[src/ems_pkg.sv]
// Constants, state type and preset table for the memory cycle sequencer.
// Assumes one 40 MHz clock; one sequencer unit equals one clock cycle.
`default_nettype none
package ems_pkg;
    // Register byte offsets
    localparam logic [7:0]  REG_CTRL   = 8'h00;
    localparam logic [7:0]  REG_PHASE  = 8'h04;
    localparam logic [7:0]  REG_STROBE = 8'h08;
    localparam logic [7:0]  REG_ACTIVE = 8'h0C;
    // Clock and unit timing: unit is half a core clock period
    localparam int          CLK_PERIOD_PS = 25000;
    localparam int          CORE_PERIOD_PS = 2 * CLK_PERIOD_PS;
    localparam int          UNIT_CYCLES = (CORE_PERIOD_PS / 2) / CLK_PERIOD_PS;
    // Presets and reset values
    localparam logic [4:0]  PRESET_COUNT = 5'h11;
    localparam logic [11:0] PHASE_RESET  = 12'hFFF;
    localparam logic [17:0] UPHASE_RESET = 18'h24924;
    localparam logic [19:0] COEF_RESET   = {5'h12, 5'h1E, 5'h1E, 5'h1F};
    localparam logic [5:0]  ELAPSED_MAX  = 6'h3F;
    // Sequencer states
    typedef enum logic [1:0] {SEQ_IDLE, SEQ_PHASE, SEQ_WAIT, SEQ_PAD} ems_state_type;

    // Packs one row: {early, s4, s3, s2, s1, len6-1 .. len1-1}
    function automatic logic [32:0] mkRow(input int t1, t2, t3, t4, t5, t6,
                                          input int s1, s2, s3, s4, input bit early);
        mkRow = {early, 5'(s4), 5'(s3), 5'(s2), 5'(s1), 2'(t6 - 1), 2'(t5 - 1),
                 2'(t4 - 1), 2'(t3 - 1), 2'(t2 - 1), 2'(t1 - 1)};
    endfunction

    // Preset timing table, one row per strap value
    function automatic logic [32:0] presetRow(input logic [4:0] idx);
        case (idx)
            5'h00:   presetRow = mkRow(1, 1, 1, 1, 1, 1, 30, 7, 3, 5, 1'b0);
            5'h01:   presetRow = mkRow(1, 2, 1, 1, 1, 2, 30, 1, 2, 7, 1'b0);
            5'h02:   presetRow = mkRow(1, 2, 1, 1, 2, 3, 30, 1, 2, 7, 1'b0);
            5'h03:   presetRow = mkRow(2, 3, 1, 1, 2, 3, 30, 1, 3, 8, 1'b0);
            5'h04:   presetRow = mkRow(1, 1, 1, 1, 1, 1, 3, 1, 2, 3, 1'b1);
            5'h05:   presetRow = mkRow(1, 1, 2, 1, 2, 1, 5, 1, 2, 3, 1'b1);
            5'h06:   presetRow = mkRow(2, 1, 2, 1, 3, 1, 6, 1, 2, 3, 1'b1);
            5'h07:   presetRow = mkRow(2, 2, 2, 1, 3, 2, 7, 1, 3, 4, 1'b1);
            5'h08:   presetRow = mkRow(1, 1, 1, 1, 1, 1, 30, 1, 2, 3, 1'b1);
            5'h09:   presetRow = mkRow(1, 1, 2, 1, 2, 1, 30, 2, 5, 9, 1'b1);
            5'h0A:   presetRow = mkRow(2, 2, 2, 2, 4, 2, 30, 2, 3, 8, 1'b0);
            5'h0B:   presetRow = mkRow(3, 3, 3, 3, 3, 3, 30, 2, 4, 13, 1'b0);
            5'h0C:   presetRow = mkRow(1, 1, 2, 1, 2, 1, 4, 1, 2, 3, 1'b1);
            5'h0D:   presetRow = mkRow(2, 1, 2, 1, 2, 2, 5, 1, 2, 3, 1'b1);
            5'h0E:   presetRow = mkRow(2, 2, 2, 1, 3, 2, 6, 1, 3, 4, 1'b1);
            5'h0F:   presetRow = mkRow(2, 1, 2, 3, 3, 3, 8, 1, 2, 3, 1'b1);
            default: presetRow = mkRow(4, 4, 4, 4, 4, 4, 31, 30, 30, 18, 1'b0);
        endcase
    endfunction

    // Turns a user length 1..4 into length-1, clamping out-of-range values
    function automatic logic [1:0] lenM1(input logic [2:0] v);
        lenM1 = (v == 3'h0) ? 2'h0 : (v > 3'h4) ? 2'h3 : 2'(v - 3'h1);
    endfunction
endpackage
`default_nettype wire

[src/ems_sequencer.sv]
// External memory cycle sequencer: six-phase multiplexed bus cycles with
// strobes, wait stretching and an APB configuration port.
// Assumes synchronous inputs on mclk and a host that holds a request
// stable until its done pulse.
//
// Overview of operation
// - unit is half a core clock period
// - six phases in fixed order per cycle
// - each phase one to four units long
// - after reset every phase is four units unless a strap preset is taken
// - waits stretch phase 4 without limit
// - cycles even; phase 1 starts clock rising
// - odd total gets one pad unit
// - strobe edges fall on core clock edges
// - idle bus shows internal address, strobes off
// - address driven only in phases 1-2
// - 32-bit data over bus and flag pins
// - read releases bus from phase 3
// - write data phase 3 to 6 and pad
// - write flag low for writes, then bit 0
// - refresh flag low on refresh, then bit 1
// - read strobe in phases 4-5, capture on rise
// - fixed strobe from phase 2 through 5
// - length strobe 0..31 units, ends by 6
// - waits do not extend length strobe
// - delayed strobes start late, end phase 5
// - seventeen strap-selected preset configurations
// - byte write strobes; unwritten bytes tristated
`default_nettype none
module ems_sequencer (
    input  wire logic        mclk,
    input  wire logic        sys_rst,
    input  wire logic        clkEn,
    input  wire logic [7:0]  paddr,
    input  wire logic        psel,
    input  wire logic        penable,
    input  wire logic        pwrite,
    input  wire logic [31:0] pwdata,
    output logic      [31:0] prdata,
    output logic             pready,
    output logic             pslverr,
    input  wire logic [4:0]  presetSel,
    input  wire logic        reqValid,
    input  wire logic        reqWrite,
    input  wire logic        reqRefresh,
    input  wire logic [29:0] reqAddr,
    input  wire logic [31:0] reqWData,
    input  wire logic [3:0]  reqByteEn,
    output logic             reqDone,
    output logic      [31:0] rdData,
    input  wire logic        intWrite,
    input  wire logic [29:0] intAddr,
    input  wire logic        waitRequest,
    input  wire logic [29:0] muxAddrDataBusIn,
    output logic      [29:0] muxAddrDataBusOut,
    output logic      [29:0] muxAddrDataBusOe,
    input  wire logic        writeFlagDataBit0In,
    output logic             writeFlagDataBit0Out,
    output logic             writeFlagDataBit0Oe,
    input  wire logic        refreshFlagDataBit1In,
    output logic             refreshFlagDataBit1Out,
    output logic             refreshFlagDataBit1Oe,
    output logic             coreClockOut,
    output logic             readStrobeN,
    output logic             fixedStrobeN,
    output logic             lengthStrobeN,
    output logic             delayedStrobeAN,
    output logic             delayedStrobeBN,
    output logic             delayedStrobeCN,
    output logic      [3:0]  byteWriteStrobesN
);
    ////////////////////////////////////////////////////////////////////////
    // Configuration store
    logic [11:0] cfgPhase_reg;     // Active lengths minus one, phase 1 low
    logic [19:0] cfgCoef_reg;      // Active strobe coefficients
    logic        cfgEarly_reg;     // Early write mode
    logic        cfgLocked_reg;    // Configuration loaded
    logic        strapDone_reg;    // Strap pins sampled
    logic        presetUsed_reg;   // A preset was taken
    logic [17:0] userPhase_reg;    // Software phase lengths
    logic [20:0] userStrobe_reg;   // Software coefficients and mode
    // Sequencer state
    ems_pkg::ems_state_type state_reg, state_next;
    logic [2:0]  phase_reg, phase_next;     // Current phase 1..6
    logic [1:0]  unitCnt_reg, unitCnt_next; // Unit within phase
    logic        parity_reg, parity_next;   // Odd unit count so far
    logic [5:0]  elapsed_reg, elapsed_next; // Units since phase 2 began
    logic        coreClk_reg;               // Core clock level this unit
    logic        reqWrite_reg, reqRefresh_reg, capture_reg;
    logic [29:0] addr_reg;
    logic [31:0] wdata_reg;
    logic [3:0]  be_reg;

    ////////////////////////////////////////////////////////////////////////
    // Decode
    wire         apbSetup  = psel && !penable;
    wire         apbWrite  = psel && penable && pready && pwrite;
    wire         applyCfg  = apbWrite && (paddr == ems_pkg::REG_CTRL) && pwdata[0];
    wire         addrHit   = (paddr == ems_pkg::REG_CTRL) || (paddr == ems_pkg::REG_PHASE)
                          || (paddr == ems_pkg::REG_STROBE) || (paddr == ems_pkg::REG_ACTIVE);
    wire [32:0]  presetVal = ems_pkg::presetRow(presetSel);
    wire [11:0]  userLens  = {ems_pkg::lenM1(userPhase_reg[17:15]),
                              ems_pkg::lenM1(userPhase_reg[14:12]),
                              ems_pkg::lenM1(userPhase_reg[11:9]),
                              ems_pkg::lenM1(userPhase_reg[8:6]),
                              ems_pkg::lenM1(userPhase_reg[5:3]),
                              ems_pkg::lenM1(userPhase_reg[2:0])};
    wire [1:0]   curLen    = cfgPhase_reg[2 * (phase_reg - 3'h1) +: 2];
    wire         inPhase   = (state_reg == ems_pkg::SEQ_PHASE);
    wire         inWait    = (state_reg == ems_pkg::SEQ_WAIT);
    wire         lastUnit  = inPhase && (unitCnt_reg == curLen);
    wire         addrPh    = inPhase && (phase_reg <= 3'h2);
    wire         dataPh    = (inPhase && phase_reg >= 3'h3) || inWait
                          || (state_reg == ems_pkg::SEQ_PAD);
    wire         mid25     = (inPhase && phase_reg >= 3'h2 && phase_reg <= 3'h5) || inWait;
    wire         mid26     = mid25 || (inPhase && phase_reg == 3'h6);
    wire         ph45      = (inPhase && (phase_reg == 3'h4 || phase_reg == 3'h5)) || inWait;
    wire         startOk   = (state_reg == ems_pkg::SEQ_IDLE) && reqValid && strapDone_reg
                          && !coreClk_reg;
    wire [31:0]  laneOe    = {{8{be_reg[3]}}, {8{be_reg[2]}}, {8{be_reg[1]}}, {8{be_reg[0]}}};
    wire         drvData   = dataPh && reqWrite_reg;

    // Delayed strobe: low once delay reached, through phase 5, never at zero
    function automatic logic dlyLow(input logic [4:0] coef);
        dlyLow = mid25 && (coef != 5'h00) && (elapsed_reg >= {1'b0, coef});
    endfunction

    ////////////////////////////////////////////////////////////////////////
    // Phase sequencing
    always_comb begin
        state_next   = state_reg;
        phase_next   = phase_reg;
        unitCnt_next = unitCnt_reg;
        parity_next  = parity_reg ^ 1'b1;
        elapsed_next = (elapsed_reg == ems_pkg::ELAPSED_MAX) ? elapsed_reg
                       : elapsed_reg + 6'h01;
        case (state_reg)
            ems_pkg::SEQ_IDLE: begin
                parity_next = 1'b0;
                if (startOk) begin
                    // Phase 1 always opens on a rising core clock edge
                    state_next   = ems_pkg::SEQ_PHASE;
                    phase_next   = 3'h1;
                    unitCnt_next = 2'h0;
                end
            end
            ems_pkg::SEQ_PHASE: begin
                if (!lastUnit) begin
                    unitCnt_next = unitCnt_reg + 2'h1;
                end else if (phase_reg == 3'h4 && waitRequest) begin
                    state_next = ems_pkg::SEQ_WAIT;
                end else if (phase_reg == 3'h6) begin
                    // Odd total so far gets one pad unit
                    state_next = parity_reg ? ems_pkg::SEQ_IDLE
                                            : ems_pkg::SEQ_PAD;
                end else begin
                    phase_next   = phase_reg + 3'h1;
                    unitCnt_next = 2'h0;
                    if (phase_reg == 3'h1) begin
                        elapsed_next = 6'h00;
                    end
                end
            end
            ems_pkg::SEQ_WAIT: begin
                // One wait unit per high sample at the unit's end
                if (!waitRequest) begin
                    state_next   = ems_pkg::SEQ_PHASE;
                    phase_next   = 3'h5;
                    unitCnt_next = 2'h0;
                end
            end
            ems_pkg::SEQ_PAD: begin
                state_next = ems_pkg::SEQ_IDLE;
            end
            default: begin
                state_next = ems_pkg::SEQ_IDLE;
            end
        endcase
    end

    // Sequencer registers; core clock flips every unit
    always_ff @(posedge mclk) begin
        if (sys_rst) begin
            state_reg   <= ems_pkg::SEQ_IDLE;
            phase_reg   <= 3'h1;
            unitCnt_reg <= 2'h0;
            parity_reg  <= 1'b0;
            elapsed_reg <= 6'h00;
            coreClk_reg <= 1'b0;
        end else if (clkEn) begin
            state_reg   <= state_next;
            phase_reg   <= phase_next;
            unitCnt_reg <= unitCnt_next;
            parity_reg  <= parity_next;
            elapsed_reg <= elapsed_next;
            coreClk_reg <= ~coreClk_reg;
        end
    end

    // Request latch at cycle start
    always_ff @(posedge mclk) begin
        if (sys_rst) begin
            reqWrite_reg   <= 1'b0;
            reqRefresh_reg <= 1'b0;
            addr_reg       <= 30'h00000000;
            wdata_reg      <= 32'h00000000;
            be_reg         <= 4'h0;
        end else if (clkEn && startOk) begin
            reqWrite_reg   <= reqWrite;
            reqRefresh_reg <= reqRefresh;
            addr_reg       <= reqAddr;
            wdata_reg      <= reqWData;
            be_reg         <= reqByteEn;
        end
    end

    ////////////////////////////////////////////////////////////////////////
    // Pins: registered from the same unit state, so every edge is a core
    // clock edge
    always_ff @(posedge mclk) begin
        if (sys_rst) begin
            coreClockOut           <= 1'b0;
            muxAddrDataBusOut      <= 30'h00000000;
            muxAddrDataBusOe       <= 30'h3FFFFFFF;
            writeFlagDataBit0Out   <= 1'b1;
            writeFlagDataBit0Oe    <= 1'b1;
            refreshFlagDataBit1Out <= 1'b1;
            refreshFlagDataBit1Oe  <= 1'b1;
            readStrobeN            <= 1'b1;
            fixedStrobeN           <= 1'b1;
            lengthStrobeN          <= 1'b1;
            delayedStrobeAN        <= 1'b1;
            delayedStrobeBN        <= 1'b1;
            delayedStrobeCN        <= 1'b1;
            byteWriteStrobesN      <= 4'hF;
            capture_reg            <= 1'b0;
        end else if (clkEn) begin
            coreClockOut <= coreClk_reg;
            // Address in phases 1-2, data later, internal address when idle
            muxAddrDataBusOut <= addrPh ? addr_reg : dataPh ? wdata_reg[31:2]
                                 : intAddr;
            // Reads release the bus; writes drive enabled lanes only
            muxAddrDataBusOe <= dataPh ? (drvData ? laneOe[31:2] : 30'h00000000)
                                : 30'h3FFFFFFF;
            writeFlagDataBit0Out   <= addrPh ? !reqWrite_reg : dataPh ? wdata_reg[0]
                                      : !intWrite;
            writeFlagDataBit0Oe    <= dataPh ? (drvData && laneOe[0]) : 1'b1;
            refreshFlagDataBit1Out <= addrPh ? !reqRefresh_reg : dataPh ? wdata_reg[1]
                                      : 1'b1;
            refreshFlagDataBit1Oe  <= dataPh ? (drvData && laneOe[1]) : 1'b1;
            readStrobeN   <= !(ph45 && !reqWrite_reg);
            fixedStrobeN  <= !mid25;
            // Length strobe counts wall units, waits included
            lengthStrobeN <= !(mid26 && cfgCoef_reg[4:0] != 5'h00
                               && elapsed_reg < {1'b0, cfgCoef_reg[4:0]});
            delayedStrobeAN <= !dlyLow(cfgCoef_reg[9:5]);
            delayedStrobeBN <= !dlyLow(cfgCoef_reg[14:10]);
            delayedStrobeCN <= !dlyLow(cfgCoef_reg[19:15]);
            // Late write phases 4-5; early adds phase 3
            byteWriteStrobesN <= ~(be_reg & {4{reqWrite_reg
                                 && (ph45 || (cfgEarly_reg && inPhase
                                 && phase_reg == 3'h3))}});
            capture_reg <= lastUnit && phase_reg == 3'h5 && !reqWrite_reg;
        end
    end

    // Read capture at the rising read strobe; done pulse at cycle end
    always_ff @(posedge mclk) begin
        if (sys_rst) begin
            rdData  <= 32'h00000000;
            reqDone <= 1'b0;
        end else if (clkEn) begin
            if (capture_reg) begin
                rdData <= {muxAddrDataBusIn, refreshFlagDataBit1In,
                           writeFlagDataBit0In};
            end
            reqDone <= (state_reg != ems_pkg::SEQ_IDLE)
                       && (state_next == ems_pkg::SEQ_IDLE);
        end
    end

    ////////////////////////////////////////////////////////////////////////
    // Configuration: strap preset or one software load
    always_ff @(posedge mclk) begin
        if (sys_rst) begin
            cfgPhase_reg   <= ems_pkg::PHASE_RESET;
            cfgCoef_reg    <= ems_pkg::COEF_RESET;
            cfgEarly_reg   <= 1'b0;
            cfgLocked_reg  <= 1'b0;
            strapDone_reg  <= 1'b0;
            presetUsed_reg <= 1'b0;
        end else if (clkEn) begin
            if (!strapDone_reg) begin
                // Strap sampled once after reset release
                strapDone_reg <= 1'b1;
                if (presetSel < ems_pkg::PRESET_COUNT) begin
                    cfgPhase_reg   <= presetVal[11:0];
                    cfgCoef_reg    <= presetVal[31:12];
                    cfgEarly_reg   <= presetVal[32];
                    cfgLocked_reg  <= 1'b1;
                    presetUsed_reg <= 1'b1;
                end
            end else if (applyCfg && !cfgLocked_reg) begin
                cfgPhase_reg  <= userLens;
                cfgCoef_reg   <= userStrobe_reg[19:0];
                cfgEarly_reg  <= userStrobe_reg[20];
                cfgLocked_reg <= 1'b1;
            end
        end
    end

    ////////////////////////////////////////////////////////////////////////
    // APB slave: answers one cycle into the access phase
    always_ff @(posedge mclk) begin
        if (sys_rst) begin
            userPhase_reg  <= ems_pkg::UPHASE_RESET;
            userStrobe_reg <= {1'b0, ems_pkg::COEF_RESET};
            prdata         <= 32'h00000000;
            pready         <= 1'b0;
            pslverr        <= 1'b0;
        end else if (clkEn) begin
            pready  <= apbSetup;
            pslverr <= apbSetup && !addrHit;
            if (apbWrite && paddr == ems_pkg::REG_PHASE) begin
                userPhase_reg <= pwdata[17:0];
            end
            if (apbWrite && paddr == ems_pkg::REG_STROBE) begin
                userStrobe_reg <= {pwdata[31], pwdata[28:24], pwdata[20:16],
                                   pwdata[12:8], pwdata[4:0]};
            end
            if (apbSetup && !pwrite) begin
                case (paddr)
                    ems_pkg::REG_CTRL:   prdata <= {29'h00000000,
                                                    state_reg != ems_pkg::SEQ_IDLE,
                                                    presetUsed_reg, cfgLocked_reg};
                    ems_pkg::REG_PHASE:  prdata <= {14'h0000, userPhase_reg};
                    ems_pkg::REG_STROBE: prdata <= {userStrobe_reg[20], 2'h0,
                                                    userStrobe_reg[19:15], 3'h0,
                                                    userStrobe_reg[14:10], 3'h0,
                                                    userStrobe_reg[9:5], 3'h0,
                                                    userStrobe_reg[4:0]};
                    ems_pkg::REG_ACTIVE: prdata <= {19'h00000, cfgEarly_reg, cfgPhase_reg};
                    default:             prdata <= 32'h00000000;
                endcase
            end else begin
                prdata <= 32'h00000000;
            end
        end
    end

    ////////////////////////////////////////////////////////////////////////
    // Checks
    a_core_toggle: assert property (@(posedge mclk) disable iff (sys_rst)
        clkEn |=> (coreClk_reg != $past(coreClk_reg)))
        else $error("core clock did not toggle");
    a_phase_step: assert property (@(posedge mclk) disable iff (sys_rst)
        (clkEn && lastUnit && phase_reg == 3'h2) |=> (inPhase && phase_reg == 3'h3))
        else $error("phase 2 not followed by phase 3");
    a_len_bound: assert property (@(posedge mclk) disable iff (sys_rst)
        inPhase |-> (unitCnt_reg <= curLen))
        else $error("phase longer than configured");
    a_reset_len: assert property (@(posedge mclk)
        sys_rst |=> (cfgPhase_reg == ems_pkg::PHASE_RESET))
        else $error("phase lengths not four after reset");
    a_wait_hold: assert property (@(posedge mclk) disable iff (sys_rst)
        (clkEn && inWait && waitRequest) |=> inWait)
        else $error("wait state left while requested");
    a_start_rise: assert property (@(posedge mclk) disable iff (sys_rst)
        (clkEn && startOk) |=> (coreClk_reg && inPhase && phase_reg == 3'h1))
        else $error("phase 1 not on rising core clock");
    a_pad_even: assert property (@(posedge mclk) disable iff (sys_rst)
        (state_reg == ems_pkg::SEQ_PAD) |-> parity_reg)
        else $error("pad unit after even total");
    a_fixed_span: assert property (@(posedge mclk) disable iff (sys_rst)
        (clkEn && inPhase && phase_reg == 3'h2 && unitCnt_reg == 2'h0) |=> !fixedStrobeN)
        else $error("fixed strobe not low in phase 2");
    a_read_release: assert property (@(posedge mclk) disable iff (sys_rst)
        (clkEn && dataPh && !reqWrite_reg) |=> (muxAddrDataBusOe == 30'h00000000))
        else $error("bus driven during read data phase");
    a_idle_quiet: assert property (@(posedge mclk) disable iff (sys_rst)
        (clkEn && state_reg == ems_pkg::SEQ_IDLE) |=> (fixedStrobeN && readStrobeN
        && byteWriteStrobesN == 4'hF && refreshFlagDataBit1Out))
        else $error("strobe active during idle");
endmodule
`default_nettype wire

[config.mk]
export PLATFORM = sky130hd
export DESIGN_NAME = ems_sequencer
export DESIGN_NICKNAME = d
export VERILOG_FILES = /design/src/ems_pkg.sv /design/src/ems_sequencer.sv
export SDC_FILE = /design/constraint.sdc
export NUM_CORES = 1
export LEC_CHECK = 0
export BUFFER_PORTS_ARGS = -buffer_cell sky130_fd_sc_hd__buf_4
export CORE_MARGIN = 2
export CORE_UTILIZATION = 53
export DETAILED_ROUTE_END_ITERATION = 7
export PLACE_DENSITY = 0.87
export SYNTH_ARGS = -nofsm -noshare
export SYNTH_HDL_FRONTEND = slang
export SYNTH_SLANG_ARGS = --single-unit
[constraint.sdc]
create_clock -name mclk -period 3.76 [get_ports mclk]
set_input_delay 0.752 -clock mclk [delete_from_list [all_inputs] [get_ports mclk]]
set_output_delay 0.752 -clock mclk [all_outputs]
set_load 0.005 [all_outputs]
==> results_dict.tcl <==
set metrics [dict create \
    intPower_mw 4.659 \
    via_per_inst 5.644 \
    p_comb_share_pct 11.6 \
    fin_crit_ns 3.167 \
    ctsResizeCount 0 \
    synth-compound-area-share_pct 17.96 \
    layout_commonest_cell "buf_4" \
    max_freq_mhz 315.7 \
    die_y_um 158.5 \
    critPathMaxFanout 12 \
    wirelength_um 36670 \
    synth_top_family_by_area "simple AND/OR/NAND/NOR gates" \
    synth_ff_type "dfxtp_1" \
    critPathKind "register to register" \
    grt_pass1_wl_um 56770 \
    core_area_mm2 0.02347 \
    diodes 0 \
    worst_setup_path_start_kind "register" \
    holdWs_ns 0.4276 \
    die_w_um 158.5 \
    routabilityCongestion 0.9014 \
    critPathArrivalTime_ns 3.58 \
    yosys.area_share.simple_pct 18.31 \
    yosysSeqAreaShare_pct 42.39 \
    seq_power_share_pct 47.6 \
    drt-initial-drc-count 1130 \
    fin_ws_ns 0.5928 \
    area_growth_pct 24.59 \
    worstPathRequired_ns 4.17 \
    grt_antenna_before_repair 0 \
    run_status "completed" \
    h-tree-depth 1 \
    synth-xor-area-share_pct 0.5437 \
    period_share_pct 84.23 \
    dp.cells 2074 \
    drt_first_pass_iters 5 \
    swShare_pct 25.52 \
    crit_chain "inv_1, ha_1, or2_0, o21a_1, nor3_1, or3b_1, nand3_1, o41ai_4, nor3_1" \
    wl_per_cell_um 17.27 \
    start_util_pct 53.92 \
    relSlewSlack_pct 26.15 \
    pwr-share-clk_pct 40.8 \
    synth-edff-count 0 \
    p_sw_mw 1.597 \
    post_cts_buffers 0 \
    netlist_top_cells_area "dfxtp_1 42%, nand2_1 9.5%, mux2i_1 8.1%" \
    drtAntennaViolNets 0 \
    drv_slew 0 \
    cts_buffers 28 \
    finalSetupViolCount 0 \
    synth.yosys.warnings 0 \
    cap_violations 0 \
    cp-end-kind "register" \
    cts_tree "built" \
    cpMostUsedCell "nor3_1" \
    synth-seq-cells 268 \
    syn_avg_cell_area_um2 8.119 \
    cts_max_path_buffers 3 \
    finClkSkew_ns 0.01132 \
    row_count 56 \
    fin_cells 2123 \
    slowest_stage "dfxtp_1" \
    synth_top_area_share_pct 42.39 \
    clkSinkCount 268 \
    synthMuxAreaShare_pct 9.035 \
    vias 11982 \
    irDropWorstVdd_mv 0.3490 \
    synth_fa_ha_area_share_pct 4.903 \
    clkTransAtPathRegs_ns 0.06 \
    synthCells 1559 \
    hold_viol 0 \
    finalSetupTns_ns 0 \
    crit_path_max_incr_delay_ns 0.64 \
    die_area_mm2 0.02513 \
    grt_overflow_total 0 \
    io_pins 326 \
    holdCritPathClass "input port to register" \
    grt_usage_pct 27.79 \
    tightest_slew_ns 1.108 \
    grt_max_degree 200 \
    fin_nets 2017 \
    ys_types 71 \
    finalPower_mw 6.256 \
    dp_hpwl_um 24920 \
    clock_latency_ns 0.55 \
    drive_gt1_share_pct 21.95 \
    power_density_mw_per_mm2 396.7 \
    final_cell_mix "328 x buf_4, 320 x nand2_1, 268 x dfxtp_1, 162 x a21oi_1, 146 x nor2_1" \
    synthArstFlopShare_pct 0 \
    p_leak_nw 6.722 \
    grt_pass1_vias 11184 \
    cts_root_buffer "clkbuf_16" \
    cts_hold_buffers 0 \
    io_buffer_count 315 \
    synth.cell_area_mm2 0.01266 \
    pre_cts_slack_ns 0.6835 \
    rsz0062_at_grt "false" \
    drc_errors 0 \
    yosysTopAreaCell "dfxtp_1" \
]
## through the flow
step                      util, %  area, um^2
after floorplan                 -       12670
final                       67.19       15770
after global routing        67.19       15770
after global placement      63.65       14940
after CTS                   67.19       15770
after detailed placement    63.65       14940
## path summary, 6_finish.rpt
kind | from | to | slack (ns) | cells after the start
worst min register to register | wdata_reg[30] | wdata_reg[30] | 0.45 | 2
worst max-delay path | phase_reg[0] | elapsed_reg[2] | 0.59 | 9
worst min-delay path | pwdata[19] | userStrobe_reg[13] | 0.43 | 3
worst max register to register | phase_reg[0] | elapsed_reg[2] | 0.59 | 9
## critical path: cells and delay by family (launching register included)
family | cells | cell delay [ns]
AND/OR/NAND/NOR | 5 | 1.13
flip-flops | 1 | 0.64
buffers and inverters | 1 | 0.21
adder cells (fa/ha/maj) | 1 | 0.30
AO/OA/AOI/OAI | 2 | 0.74
## layout make-up
cell class | count | area [um^2]
fill | 1823 | 7702
multi-input combinational | 1104 | 6466
sequential | 268 | 5365
timing repair buffer | 331 | 2514
clock buffer | 38 | 758.2
tap | 319 | 399.1
inverter | 52 | 196.4
clock inverter | 11 | 71.32
## power by group through the flow
stage	Clock, mW	Combinational [mW]	Sequential (mW)
finish	2.56	0.725	2.98
global route	2.71	0.791	2.98
CTS	2.58	0.718	2.98
detailed placement	0	0.708	3.04
global placement	0	0.692	3.03
floorplan	0	0.407	3.02
## cell usage after synthesis (all sizes together), types with 6 or more instances
| library cell | instances |
|---|---|
| a221oi | 6 |
| nand2 | 320 |
| nor2b | 12 |
| nand3 | 15 |
| a21oi | 162 |
| inv | 50 |
| a211oi | 27 |
| nor2 | 148 |
| dfxtp | 268 |
| o211ai | 13 |
| a21o | 7 |
| o21ai | 83 |
| mux2i | 103 |
| clkbuf | 83 |
| a22oi | 27 |
| nor3 | 20 |
| nand4 | 7 |
| xnor2 | 6 |
| ha | 48 |
| buf | 56 |
| nand2b | 11 |
| a211o | 6 |
## kinds of logic after synthesis
family          count (synthesis)
fa+ha+maj                      50
buf+inv                       191
simple gates                  560
xor+xnor                        7
other cells                     1
compound gates                373
flops                         268
mux                           109
## layer usage
layer,track usage [%],share of wire (%),up-vias
li1,-,-,5749
met1,35.64,40,5563
met2,45.96,47,566
met3,5.280,8.4,104
met4,11.67,4.5,0
met5,0,0,-
No activity file was read; power rests on OpenSTA's default activity.
